===== config.mk =====
export PLATFORM = sky130hd
export DESIGN_NAME = guarded_ops_unit
export DESIGN_NICKNAME = d
export VERILOG_FILES = /design/src/rtl/guarded_ops_pkg.sv /design/src/rtl/ftoi_pipe.sv /design/src/rtl/guarded_ops_unit.sv
export SDC_FILE = /design/constraint.sdc
export NUM_CORES = 1
export LEC_CHECK = 0
export BUFFER_PORTS_ARGS = -buffer_cell sky130_fd_sc_hd__buf_2
export CAP_MARGIN = 20
export CELL_PAD_IN_SITES_DETAIL_PLACEMENT = 2
export CELL_PAD_IN_SITES_GLOBAL_PLACEMENT = 2
export CORE_ASPECT_RATIO = 0.7
export CORE_MARGIN = 1.5
export CORE_UTILIZATION = 32
export DETAILED_ROUTE_END_ITERATION = 12
export GPL_ROUTABILITY_DRIVEN = 0
export PLACE_DENSITY_LB_ADDON = 0.25
export SLEW_MARGIN = 30
export SYNTH_ARGS = -nofsm -noshare
export SYNTH_HDL_FRONTEND = slang
export SYNTH_SLANG_ARGS = --single-unit
export TNS_END_PERCENT = 100

===== constraint.sdc =====
create_clock -name clk -period 6.3 [get_ports clk]
set_clock_uncertainty 0.15 [all_clocks]
set_input_delay 0.315 -clock clk [delete_from_list [all_inputs] [get_ports clk]]
set_output_delay 0.315 -clock clk [all_outputs]
set_load 0.03 [all_outputs]

===== src/rtl/guarded_ops_pkg.sv =====
// package for the guarded execution unit: operation codes, issue and
// writeback carriers, status word layout, slot numbers and float constants.
// assumes a 32-bit datapath and a five-slot issue scheme numbered 1 to 5.
package guarded_ops_pkg;

  localparam int DATA_W = 32;
  localparam int DEST_W = 7;
  localparam int SLOT_W = 3;

  typedef enum logic [1:0] {OP_CARRY, OP_CYCLES, OP_ABS, OP_FTOI} op_e;
  typedef logic [SLOT_W-1:0] slot_t;

  // issue slots
  localparam slot_t SLOT_FIRST = 3'h1;
  localparam slot_t SLOT_LAST = 3'h5;
  localparam slot_t SLOT_CYCLES = 3'h3;
  localparam slot_t SLOT_ABS_A = 3'h1;
  localparam slot_t SLOT_ABS_B = 3'h3;
  localparam slot_t SLOT_FTOI_A = 3'h1;
  localparam slot_t SLOT_FTOI_B = 3'h4;

  // rounding mode encodings held in the status word
  localparam logic [1:0] RM_NEAREST = 2'h0;
  localparam logic [1:0] RM_ZERO = 2'h1;
  localparam logic [1:0] RM_POS = 2'h2;
  localparam logic [1:0] RM_NEG = 2'h3;

  // single-precision field limits
  localparam logic [7:0] FP_EXP_ALL1 = 8'hFF;
  localparam logic [7:0] FP_EXP_OVF = 8'h9E;  // magnitude at least 2^31
  localparam logic [7:0] FP_EXP_TINY = 8'h76; // below this, under 2^-9
  localparam logic [7:0] FP_EXP_ZERO = 8'h00;

  localparam logic [DATA_W-1:0] INT_NEG_MAX = 32'h80000000;
  localparam logic [DATA_W-1:0] INT_POS_MAX = 32'h7FFFFFFF;
  localparam logic [DATA_W-1:0] WORD_ZERO = 32'h00000000;

  typedef struct packed {
    logic inv;
    logic ovf;
    logic unf;
    logic inx;
    logic zero_substitution_flag;
  } fflags_s;

  typedef struct packed {
    logic [1:0] roundMode;
    logic stallCountSel;
    fflags_s flags;
  } processor_status_word_s;

  localparam processor_status_word_s PROCESSOR_STATUS_WORD_RESET = '0;

  typedef struct packed {
    logic valid;
    op_e op;
    slot_t slot;
    logic guardPresent;
    logic guardLsb;
    logic [DEST_W-1:0] dest;
    logic [DATA_W-1:0] srcA;
    logic [DATA_W-1:0] srcB;
  } issue_s;

  typedef struct packed {
    logic valid;
    logic [DEST_W-1:0] dest;
    logic [DATA_W-1:0] data;
  } wb_s;

  localparam wb_s WB_IDLE = '0;

endpackage


===== src/rtl/ftoi_pipe.sv =====
// three-stage float to signed integer converter with exception flags.
// assumes the caller has already folded the guard into inValid.
`timescale 1ns/1ps
module ftoi_pipe
  import guarded_ops_pkg::*;
(
  input wire logic clk,                  // processor clock
  input wire logic rst_n,                // async reset, active low
  input wire logic inValid,              // committed conversion request
  input wire logic [DEST_W-1:0] inDest,  // destination index
  input wire logic [DATA_W-1:0] inSrc,   // single-precision source
  input wire logic [1:0] roundMode,      // rounding mode from status word
  output wb_s outWb,                     // result, three cycles later
  output fflags_s outFlags               // flags, aligned with outWb
);

  typedef struct packed {
    logic [DATA_W-1:0] data;
    fflags_s flags;
  } conv_s;

  // full conversion; pipelined by register stages around it
  function automatic conv_s convert(input logic [DATA_W-1:0] f, input logic [1:0] rm);
    logic sign;
    logic [7:0] ex;
    logic [22:0] man;
    logic [63:0] fix;
    logic [DATA_W-1:0] ipart;
    logic [DATA_W-1:0] frac;
    logic inc;
    logic [DATA_W:0] mag;
    conv_s r;
    sign = f[31];
    ex = f[30:23];
    man = f[22:0];
    r = '0;
    fix = 64'h0;
    if (ex == FP_EXP_ALL1) begin
      r.flags.inv = 1'b1;
      r.data = (man != 23'h0) ? WORD_ZERO : (sign ? INT_NEG_MAX : INT_POS_MAX);
    end else if (ex == FP_EXP_ZERO) begin
      r.flags.zero_substitution_flag = (man != 23'h0);
      r.data = WORD_ZERO;
    end else if (ex >= FP_EXP_OVF) begin
      // only -2^31 itself fits
      r.data = sign ? INT_NEG_MAX : INT_POS_MAX;
      r.flags.inv = !(sign && ex == FP_EXP_OVF && man == 23'h0);
    end else begin
      // tiny magnitudes keep only a sticky bit below one half
      if (ex < FP_EXP_TINY)
        fix = 64'h1;
      else
        fix = {41'h1, man} << (ex - FP_EXP_TINY);
      ipart = fix[63:32];
      frac = fix[31:0];
      case (rm)
        RM_NEAREST: inc = frac[31] & ((|frac[30:0]) | ipart[0]);
        RM_ZERO: inc = 1'b0;
        RM_POS: inc = !sign & (|frac);
        RM_NEG: inc = sign & (|frac);
        default: inc = 1'b0;
      endcase
      mag = {1'b0, ipart} + {32'h0, inc};
      if (!sign && mag > {1'b0, INT_POS_MAX}) begin
        r.flags.inv = 1'b1;
        r.data = INT_POS_MAX;
      end else if (sign && mag > {1'b0, INT_NEG_MAX}) begin
        r.flags.inv = 1'b1;
        r.data = INT_NEG_MAX;
      end else begin
        r.flags.inx = |frac;
        r.data = sign ? (~mag[DATA_W-1:0] + 32'h1) : mag[DATA_W-1:0];
      end
    end
    return r;
  endfunction

  logic s1Valid_r;
  logic [DEST_W-1:0] s1Dest_r;
  logic [DATA_W-1:0] s1Src_r;
  logic [1:0] s1Rm_r;
  logic s2Valid_r;
  logic [DEST_W-1:0] s2Dest_r;
  conv_s s2Conv_r;

  // stage one: capture operand and rounding mode at issue
  always_ff @(posedge clk or negedge rst_n) begin
    if (!rst_n) begin
      s1Valid_r <= 1'b0;
      s1Dest_r <= '0;
      s1Src_r <= WORD_ZERO;
      s1Rm_r <= RM_NEAREST;
    end else begin
      s1Valid_r <= inValid;
      s1Dest_r <= inDest;
      s1Src_r <= inSrc;
      s1Rm_r <= roundMode;
    end
  end

  // stage two: convert
  always_ff @(posedge clk or negedge rst_n) begin
    if (!rst_n) begin
      s2Valid_r <= 1'b0;
      s2Dest_r <= '0;
      s2Conv_r <= '0;
    end else begin
      s2Valid_r <= s1Valid_r;
      s2Dest_r <= s1Dest_r;
      s2Conv_r <= convert(s1Src_r, s1Rm_r);
    end
  end

  // stage three: result and flags leave together
  always_ff @(posedge clk or negedge rst_n) begin
    if (!rst_n) begin
      outWb <= WB_IDLE;
      outFlags <= '0;
    end else begin
      outWb <= '{valid: s2Valid_r, dest: s2Dest_r, data: s2Conv_r.data};
      outFlags <= s2Valid_r ? s2Conv_r.flags : '0;
    end
  end

endmodule // ftoi_pipe


===== src/rtl/guarded_ops_unit.sv =====
// execution unit for guarded carry, cycle-count read, clipped absolute
// value and float to integer conversion, with the status word and the
// master/slave cycle counter. assumes the issue word, stall and jump
// signals come from logic on the same clock; each operation class has its
// own writeback port so results of different latencies never collide.
`timescale 1ns/1ps
module guarded_ops_unit
  import guarded_ops_pkg::*;
#(
  parameter int CNT_W = 64 // width of the cycle counter
) (
  input wire logic clk,                 // processor clock, 100 MHz
  input wire logic rst_n,               // processor reset, async, active low
  input issue_s issue,                  // operation presented this cycle
  output logic issueAccept,             // op and slot form a legal issue
  input wire logic stall,               // processor stalled this cycle
  input wire logic jumpOk,              // successful interruptible jump
  input wire logic pcswWrEn,            // explicit status word write
  input processor_status_word_s pcswWrData,              // data for that write
  input wire logic extFlagsValid,       // other float units report flags
  input fflags_s extFlags,              // their flag updates
  output processor_status_word_s processor_status_word,                   // current status word
  output logic [CNT_W-1:0] ccMaster,    // running master counter
  output logic [CNT_W-1:0] ccSlave,     // sampled slave copy
  output wb_s aluWb,                    // carry result
  output wb_s cycWb,                    // cycle read result
  output wb_s absWb,                    // clipped absolute result
  output wb_s fltWb                     // float to int result
);

  // the cycle read takes its low word, so anything narrower is useless
  if (CNT_W < 2 * DATA_W) begin : g_cnt_w_check
    $error("guarded_ops_unit: CNT_W must be at least twice the data width");
  end

  // which slots each operation may occupy
  function automatic logic slotLegal(input op_e op, input slot_t slot);
    logic ok;
    ok = 1'b0;
    case (op)
      OP_CARRY: ok = (slot >= SLOT_FIRST) && (slot <= SLOT_LAST);
      OP_CYCLES: ok = (slot == SLOT_CYCLES);
      OP_ABS: ok = (slot == SLOT_ABS_A) || (slot == SLOT_ABS_B);
      OP_FTOI: ok = (slot == SLOT_FTOI_A) || (slot == SLOT_FTOI_B);
      default: ok = 1'b0;
    endcase
    return ok;
  endfunction

  // signed absolute value clipped to the positive maximum
  function automatic logic [DATA_W-1:0] clipAbs(input logic [DATA_W-1:0] v);
    logic [DATA_W-1:0] r;
    if (!v[DATA_W-1])
      r = v;
    else if (v == INT_NEG_MAX)
      r = INT_POS_MAX;
    else
      r = ~v + 32'h1;
    return r;
  endfunction

  logic guardTrue;
  logic commit;
  logic [DATA_W:0] carrySum;
  logic absS1Valid_r;
  logic [DEST_W-1:0] absS1Dest_r;
  logic [DATA_W-1:0] absS1Src_r;
  logic [CNT_W-1:0] ccMaster_nxt;
  processor_status_word_s processor_status_word_nxt;
  fflags_s fltFlags;
  logic fltFlagsValid;
  fflags_s flagSets;

  // handshake is combinational; a refused op simply does nothing
  assign issueAccept = issue.valid && slotLegal(issue.op, issue.slot);

  // an absent guard behaves as a true one
  assign guardTrue = !issue.guardPresent || issue.guardLsb;
  assign commit = issueAccept && guardTrue;

  // 33-bit sum so the top bit is the carry out
  assign carrySum = {1'b0, issue.srcA} + {1'b0, issue.srcB};

  // carry: one-cycle result
  always_ff @(posedge clk or negedge rst_n) begin
    if (!rst_n) begin
      aluWb <= WB_IDLE;
    end else begin
      aluWb.valid <= commit && issue.op == OP_CARRY;
      aluWb.dest <= issue.dest;
      aluWb.data <= {{(DATA_W-1){1'b0}}, carrySum[DATA_W]};
    end
  end

  // cycle read: one-cycle result from the slave copy
  always_ff @(posedge clk or negedge rst_n) begin
    if (!rst_n) begin
      cycWb <= WB_IDLE;
    end else begin
      cycWb.valid <= commit && issue.op == OP_CYCLES;
      cycWb.dest <= issue.dest;
      cycWb.data <= ccSlave[DATA_W-1:0];
    end
  end

  // clipped absolute, first stage; the first source is never looked at,
  // software is expected to pass zero there
  always_ff @(posedge clk or negedge rst_n) begin
    if (!rst_n) begin
      absS1Valid_r <= 1'b0;
      absS1Dest_r <= '0;
      absS1Src_r <= WORD_ZERO;
    end else begin
      absS1Valid_r <= commit && issue.op == OP_ABS;
      absS1Dest_r <= issue.dest;
      absS1Src_r <= issue.srcB;
    end
  end

  // clipped absolute, second stage
  always_ff @(posedge clk or negedge rst_n) begin
    if (!rst_n) begin
      absWb <= WB_IDLE;
    end else begin
      absWb.valid <= absS1Valid_r;
      absWb.dest <= absS1Dest_r;
      absWb.data <= clipAbs(absS1Src_r);
    end
  end

  // float to int runs three stages; guard folded in so nothing moves
  // through the flag path when the guard is false
  ftoi_pipe u_ftoi (
    .clk(clk),
    .rst_n(rst_n),
    .inValid(commit && issue.op == OP_FTOI),
    .inDest(issue.dest),
    .inSrc(issue.srcA),
    .roundMode(processor_status_word.roundMode),
    .outWb(fltWb),
    .outFlags(fltFlags)
  );

  assign fltFlagsValid = fltWb.valid;

  // merge every flag source this cycle; all of them only ever set bits
  always_comb begin
    flagSets = '0;
    if (fltFlagsValid)
      flagSets = flagSets | fltFlags;
    if (extFlagsValid)
      flagSets = flagSets | extFlags;
  end

  // status word: a software write may clear flags, but a flag set in the
  // same cycle still lands so no exception is ever lost
  always_comb begin
    processor_status_word_nxt = processor_status_word;
    if (pcswWrEn)
      processor_status_word_nxt = pcswWrData;
    processor_status_word_nxt.flags = processor_status_word_nxt.flags | flagSets;
  end

  always_ff @(posedge clk or negedge rst_n) begin
    if (!rst_n)
      processor_status_word <= PROCESSOR_STATUS_WORD_RESET;
    else
      processor_status_word <= processor_status_word_nxt;
  end

  // master counter: stall cycles count only when stall-count select is set
  always_comb begin
    ccMaster_nxt = ccMaster;
    if (processor_status_word.stallCountSel || !stall)
      ccMaster_nxt = ccMaster + {{(CNT_W-1){1'b0}}, 1'b1};
  end

  always_ff @(posedge clk or negedge rst_n) begin
    if (!rst_n)
      ccMaster <= '0;
    else
      ccMaster <= ccMaster_nxt;
  end

  // slave copy: reset loads the (reset) master value, jumps resample it,
  // so a low/high read pair between jumps is one coherent sample
  always_ff @(posedge clk or negedge rst_n) begin
    if (!rst_n)
      ccSlave <= '0;
    else if (jumpOk)
      ccSlave <= ccMaster;
  end

endmodule // guarded_ops_unit


Word level (Yosys, flattened, before mapping)
Index checks and enable logic that the tools add are counted.

storage, ports and cells
  latch bits = 0
  logic and storage cells = 125
  input port bits = 98
  bits in writable memories = 0
  register bits after elaboration = 367
  memories = 0
  memory bits (read-only) = 0
  output and inout port bits = 297

operators by class
  $lt $le $gt $ge = 6
  shift-type cells = 1
  div/mod/pow operators = 0
  reductions and logical operators = 26
  bitwise logic cells = 8
  eq/ne operators = 12
  mux-type cells = 31
  add/sub/neg operators = 6
  $mul = 0

operator list
  kind                   number
  $mux 64                4
  $mux 32                7
  $mux 33                3
  $add 32x1->32 const B  2
  $add 64x1->64 const B  1
  $not 32->32            2
  $shl 24x8->64          1
  $add 32x1->33          1
  $add 32x32->33         1
  $gt 33x31->1 const B   1
  $gt 33x32->1 const B   1
  $eq 32x32->1 const B   1
  $reduce_or 32->1       1
  $reduce_or 31->1       1
  $logic_not 23->1       1
  $reduce_bool 23->1     1
  $mux 5                 4
  $eq 8x8->1 const B     2
  $logic_and 1x1->1      11
  $mux 1                 10
  $or 5x5->5             2
  $eq 2x2->1 const B     4
  $ge 8x8->1 const B     1
  $logic_not 8->1        1
  15 further kinds       26

Depth between registers and ports, before layout
  word-level depth = 22
  gate-level depth with buffers = 33
  depth with buffers taken out = 25

Hierarchy
A second synthesis with hierarchy kept.

second synthesis, totals
  cell total of the unflattened synthesis = 1,686
  area, all modules = 18,609.1 µm²

by module, submodules not included
  module            instances  sequential area each (µm²)  cells each  area each (µm²)
  guarded_ops_unit  1          6,281.0                     831         10,542.6
  ftoi_pipe         1          3,203.1                     855         8,066.5

Worst setup path before layout
OpenSTA, ideal clock, no wires.

  path kind = register to register
  start point = register u_ftoi.s1Src_r[25]
  end point = register u_ftoi.s2Conv_r[31] (netlist name)
  clock period less this slack = 6.581 ns
  path slack = -0.281 ns
  buffers on the path = 5
  library setup time = 0.076 ns
  data arrival time = 6.355 ns
  cell stages (with the launch flop) = 31
  required time = 6.074 ns
  cell sequence = dfrtp_1 -> ha_1 -> inv_1 -> clkbuf_1 -> mux4_2 -> and3_1 -> or2_2 -> nor3_1 -> a41oi_1 -> or4_1 -> o31ai_1 -> o21ai_0 -> a211oi_1 -> nor2_1 -> nor2_1 -> nor3_1 -> ha_1 -> ha_1 -> and3_1 -> clkbuf_1 -> nand4_1 -> buf_2 -> a2111o_1 -> o211ai_1 -> nor4_2 -> and4_1 -> a21oi_2 -> a21bo_1 -> buf_6 -> buf_6 -> o21ai_1

on the way
  longest elaborated chain between the ends = 22
  elaborated cells on any way between the ends = 33
  those cells by class = add/sub (3); order compare (4); eq/ne (1); shift (1); mux (14); bitwise (5); reduce/logical (5)

RTL lines
  what                      line              text
  start: declaration        ftoi_pipe.sv:80   logic [DATA_W-1:0] s1Src_r;
  start signal: assignment  ftoi_pipe.sv:96   s1Src_r <= inSrc;
  $sub 8x7->8               ftoi_pipe.sv:53   fix = {41'h1, man} << (ex - FP_EXP_TINY);
  $shl 24x8->64             ftoi_pipe.sv:53
  $mux 64                   ftoi_pipe.sv:50   if (ex < FP_EXP_TINY)
  $mux 64                   ftoi_pipe.sv:44   end else if (ex >= FP_EXP_OVF) begin
  $mux 64                   ftoi_pipe.sv:41   end else if (ex == FP_EXP_ZERO) begin
  $mux 64                   ftoi_pipe.sv:38   if (ex == FP_EXP_ALL1) begin
  $reduce_or 31->1          ftoi_pipe.sv:57   RM_NEAREST: inc = frac[31] & ((|frac[30:0]) | ipart[0]);
  $or 1x1->1                ftoi_pipe.sv:57
  (+6 left out)             --
  $not 32->32               ftoi_pipe.sv:72   r.data = sign ? (~mag[DATA_W-1:0] + 32'h1) : mag[DATA_W-1:0];
  $add 32x1->32             ftoi_pipe.sv:72
  $mux 32                   ftoi_pipe.sv:72
  $mux 32                   ftoi_pipe.sv:67   end else if (sign && mag > {1'b0, INT_NEG_MAX}) begin
  $mux 33                   ftoi_pipe.sv:64   if (!sign && mag > {1'b0, INT_POS_MAX}) begin
  $mux 33                   ftoi_pipe.sv:44
  $mux 32                   ftoi_pipe.sv:41
  $mux 33 *                 ftoi_pipe.sv:38
  end signal: assignment    ftoi_pipe.sv:110  s2Conv_r <= convert(s1Src_r, s1Rm_r);
  end: declaration          ftoi_pipe.sv:84   conv_s s2Conv_r;

Mark *: on every way between the ends. The rest lies on a longest branch, timed or not. The select of a mux whose other input is x is not followed.
A chain may end at the register's enable or synchronous reset.

Worst setup path after layout
  start point = register u_ftoi.s1Src_r[24]
  end point = register u_ftoi.s2Conv_r[30] (netlist name)

The elaborated chain is that of the path after synthesis.

==> impl_metrics.ini <==
[status]
outcome = finished with violations
violations = negative setup slack

[power_and_ir_drop]
vdd_drop_max_mv = 0.186
power.leakage_nw = 12.3
p_total_mw = 6.80
power.density_nw_per_um2 = 265

[logic_synthesis]
ys_warn_count = 0
synth-seq-cells = 365
yosysTopAreaCell = dfrtp_1
dominantRegCellSynth = dfrtp_1
synth_area_um2 = 18200
post_synth.cell_area_avg_um2 = 11.2
ys_types = 95
synth-edff-count = 0
synthArstFlopShare_pct = 100
synth_top_area_share_pct = 50.3
synth_area_leaders = dfrtp_1, mux2_2, xnor2_1
ys_seq_area_share_pct = 50.3
synth_cells = 1627

[floorplanning]
num_rows = 72
initial_core_util_pct = 32.6
die_y_um = 202
core-area_um2 = 55700
dieArea_um2 = 58200
die_x_um = 288
ios = 395

[setup_path]
cp_data_arrival_time_ns = 7.02
critPathMostFrequentCell = buf_6
slowest_stage = mux4_2
cp_slowest_stage_delay_ns = 0.53
crit_fanout = 11
critPathKind = flip-flop to flip-flop
timing.critical_path.required_ns = 6.63
cp-end-kind = flip-flop
start_kind = flip-flop

[sta]
grt_setup_unrepaired = yes
relSlewSlack_pct = 38.6
setup_ws_ns = -0.390
worst_pin_slew_ns = 0.911
setup_viol = 33
whs_ns = 0.0833
hold_violations = 0
fin_crit_ns = 6.69
fin_setup_tns_ns = -10.51
fin_crit_sh_pct = 106
final_max_slew_viol_count = 0
fmax_ghz = 0.149

[global_route]
grt_pass1_vias = 18162
busiest_layer = met2
gr-total-overflow = 0
grt_max_degree = 164
use_met2_pct = 44.5
grt_first_pass_wirelength_mm = 115
track_usage_pct = 25.5
grt_use_met3_pct = 4.70
grtUsageMet1_pct = 32.3
grt_antenna_before_repair = 1

[detailed_routing]
dr.first_iter.drc_count = 1089
via_count = 16678
wire_per_inst_um = 25.6
avgViaCountPerCell = 5.40
wl_mm = 79.0
drt_pass1_iterations = 5
drc_errors = 0
ant_nets = 0

[cts]
root_buffer = clkbuf_16
path_clk_slew_ns = 0.07
htree_levels = 2
cts_tree = done
clk_path_buf_depth = 3
clkLatencyLatePin_ns = 0.57
cts_sinks = 365
cts_buffers = 38

[place]
dpl.hpwl_mm = 51.5
dpl_cell_area_um2 = 22200
pre_cts_ws_ns = -0.966
port_buffers = 363

[final_layout]
synthToLayoutAreaGrowth_pct = 41.4
drive_above_1_share_pct = 41.0
fillers = 5660
fin_area_um2 = 25700
nets = 2455
layout_common_cells = dfrtp_1, buf_2, buf_4

[hold_path]
hold_class = input pin to flip-flop

[run]
max_cap_viol_count = 0
## final cells by class
type,count,area (µm²),area share (%)
multi-input cells,1166,9280,36.2
well taps,740,926,3.61
clock buffers,57,1100,4.30
inverters,21,81.3,0.317
repair buffers,728,5070,19.7
diodes,1,2.50,0.00975
flip-flops and latches,365,9140,35.6
clock inverters,8,63.8,0.249
## metal layers
layer | share of wire (%) | wire [µm] | up-vias
li1 | - | - | 7189
met1 | 41 | 32200 | 8745
met2 | 51 | 40100 | 582
met3 | 5.6 | 4440 | 162
met4 | 2.9 | 2330 | 0
met5 | 0 | 0 | -
## cell usage after synthesis (19+ instances only)
cell and count:
o31ai_1 22, nand2_1 145, nand3_1 49, a21oi_1 51, xor2_1 57, mux2_2 80, nor2_1 71, nor4_1 24
xnor2_1 95, mux2i_1 39, and2_1 19, dfrtp_1 365, ha_1 37, mux4_2 21, clkbuf_1 41, o21ai_1 35
o21ai_0 56, nand2b_1 24, inv_1 20, and3_1 27, nand4_1 24, buf_4 42, nor3_1 41
## report_power, final
group,switching [mW],internal (mW),total [mW]
Clock,0.991,1.22,2.21
Combinational,1.15,0.732,1.88
Sequential,0.158,2.55,2.71
## per-stage QoR
step,utilization [%],cells
floorplan,-,1657
global placement,39.8,2886
detailed placement,39.8,2886
CTS,44.9,3063
global route,46.1,3086
finish,46.1,3086
## timing repair
action                                  4_1_cts  5_1_grt
endpoints found under the setup margin       33       33
endpoints found under the hold margin       158        0
hold buffers                                 91        0
gates cloned                                  2        3
buffers inserted                             19       19
gates resized for setup                     117       97
pin swaps                                    40       56
## registers in the layout, summed over array words and instances (netlist names), 2 cells and up
register,flops
absWb,33
u_ftoi.s2Dest_r,7
ccSlave,64
u_ftoi.outFlags,3
aluWb,2
u_ftoi.s1Dest_r,7
u_ftoi.s2Conv_r,35
absS1Src_r,32
u_ftoi.s1Rm_r,2
u_ftoi.s1Src_r,32
cycWb,33
u_ftoi.outWb,40
processor_status_word,8
ccMaster,64
## cells by family after synthesis
group,share of synthesized area (%)
and+or+nand+nor,14.3
other,0.0207
adders and majority gates,2.55
xor gates and xnor gates,7.42
buffers and inverters,4.06
muxes,10.2
AOI/OAI and AO/OA,11.1
DFF,50.3
## worst paths after layout
kind | startpoint | endpoint | slack (ns) | cells after the start
max reg2reg | u_ftoi.s1Src_r[24] | u_ftoi.s2Conv_r[30] | -0.39 | 31
max | u_ftoi.s1Src_r[24] | u_ftoi.s2Conv_r[30] | -0.39 | 31
min | pcswWrEn | processor_status_word[6] | 0.08 | 2
min reg2reg | u_ftoi.s2Conv_r[6] | u_ftoi.outWb[1] | 0.19 | 0
max in group asynchronous | rst_n | ccSlave[36] | 4.49 | 3
min in group asynchronous | rst_n | ccSlave[18] | 0.15 | 2
## critical path, delay by kind of cell, from the launching register on
kind | cells | cell delay (ns)
DFF | 1 | 0.44
AOI/OAI and AO/OA | 10 | 1.96
muxes | 3 | 1.00
adders and majority gates | 2 | 0.38
and+or+nand+nor | 8 | 1.40
buffers and inverters | 8 | 1.25
No activity file was read; power rests on OpenSTA's default activity.
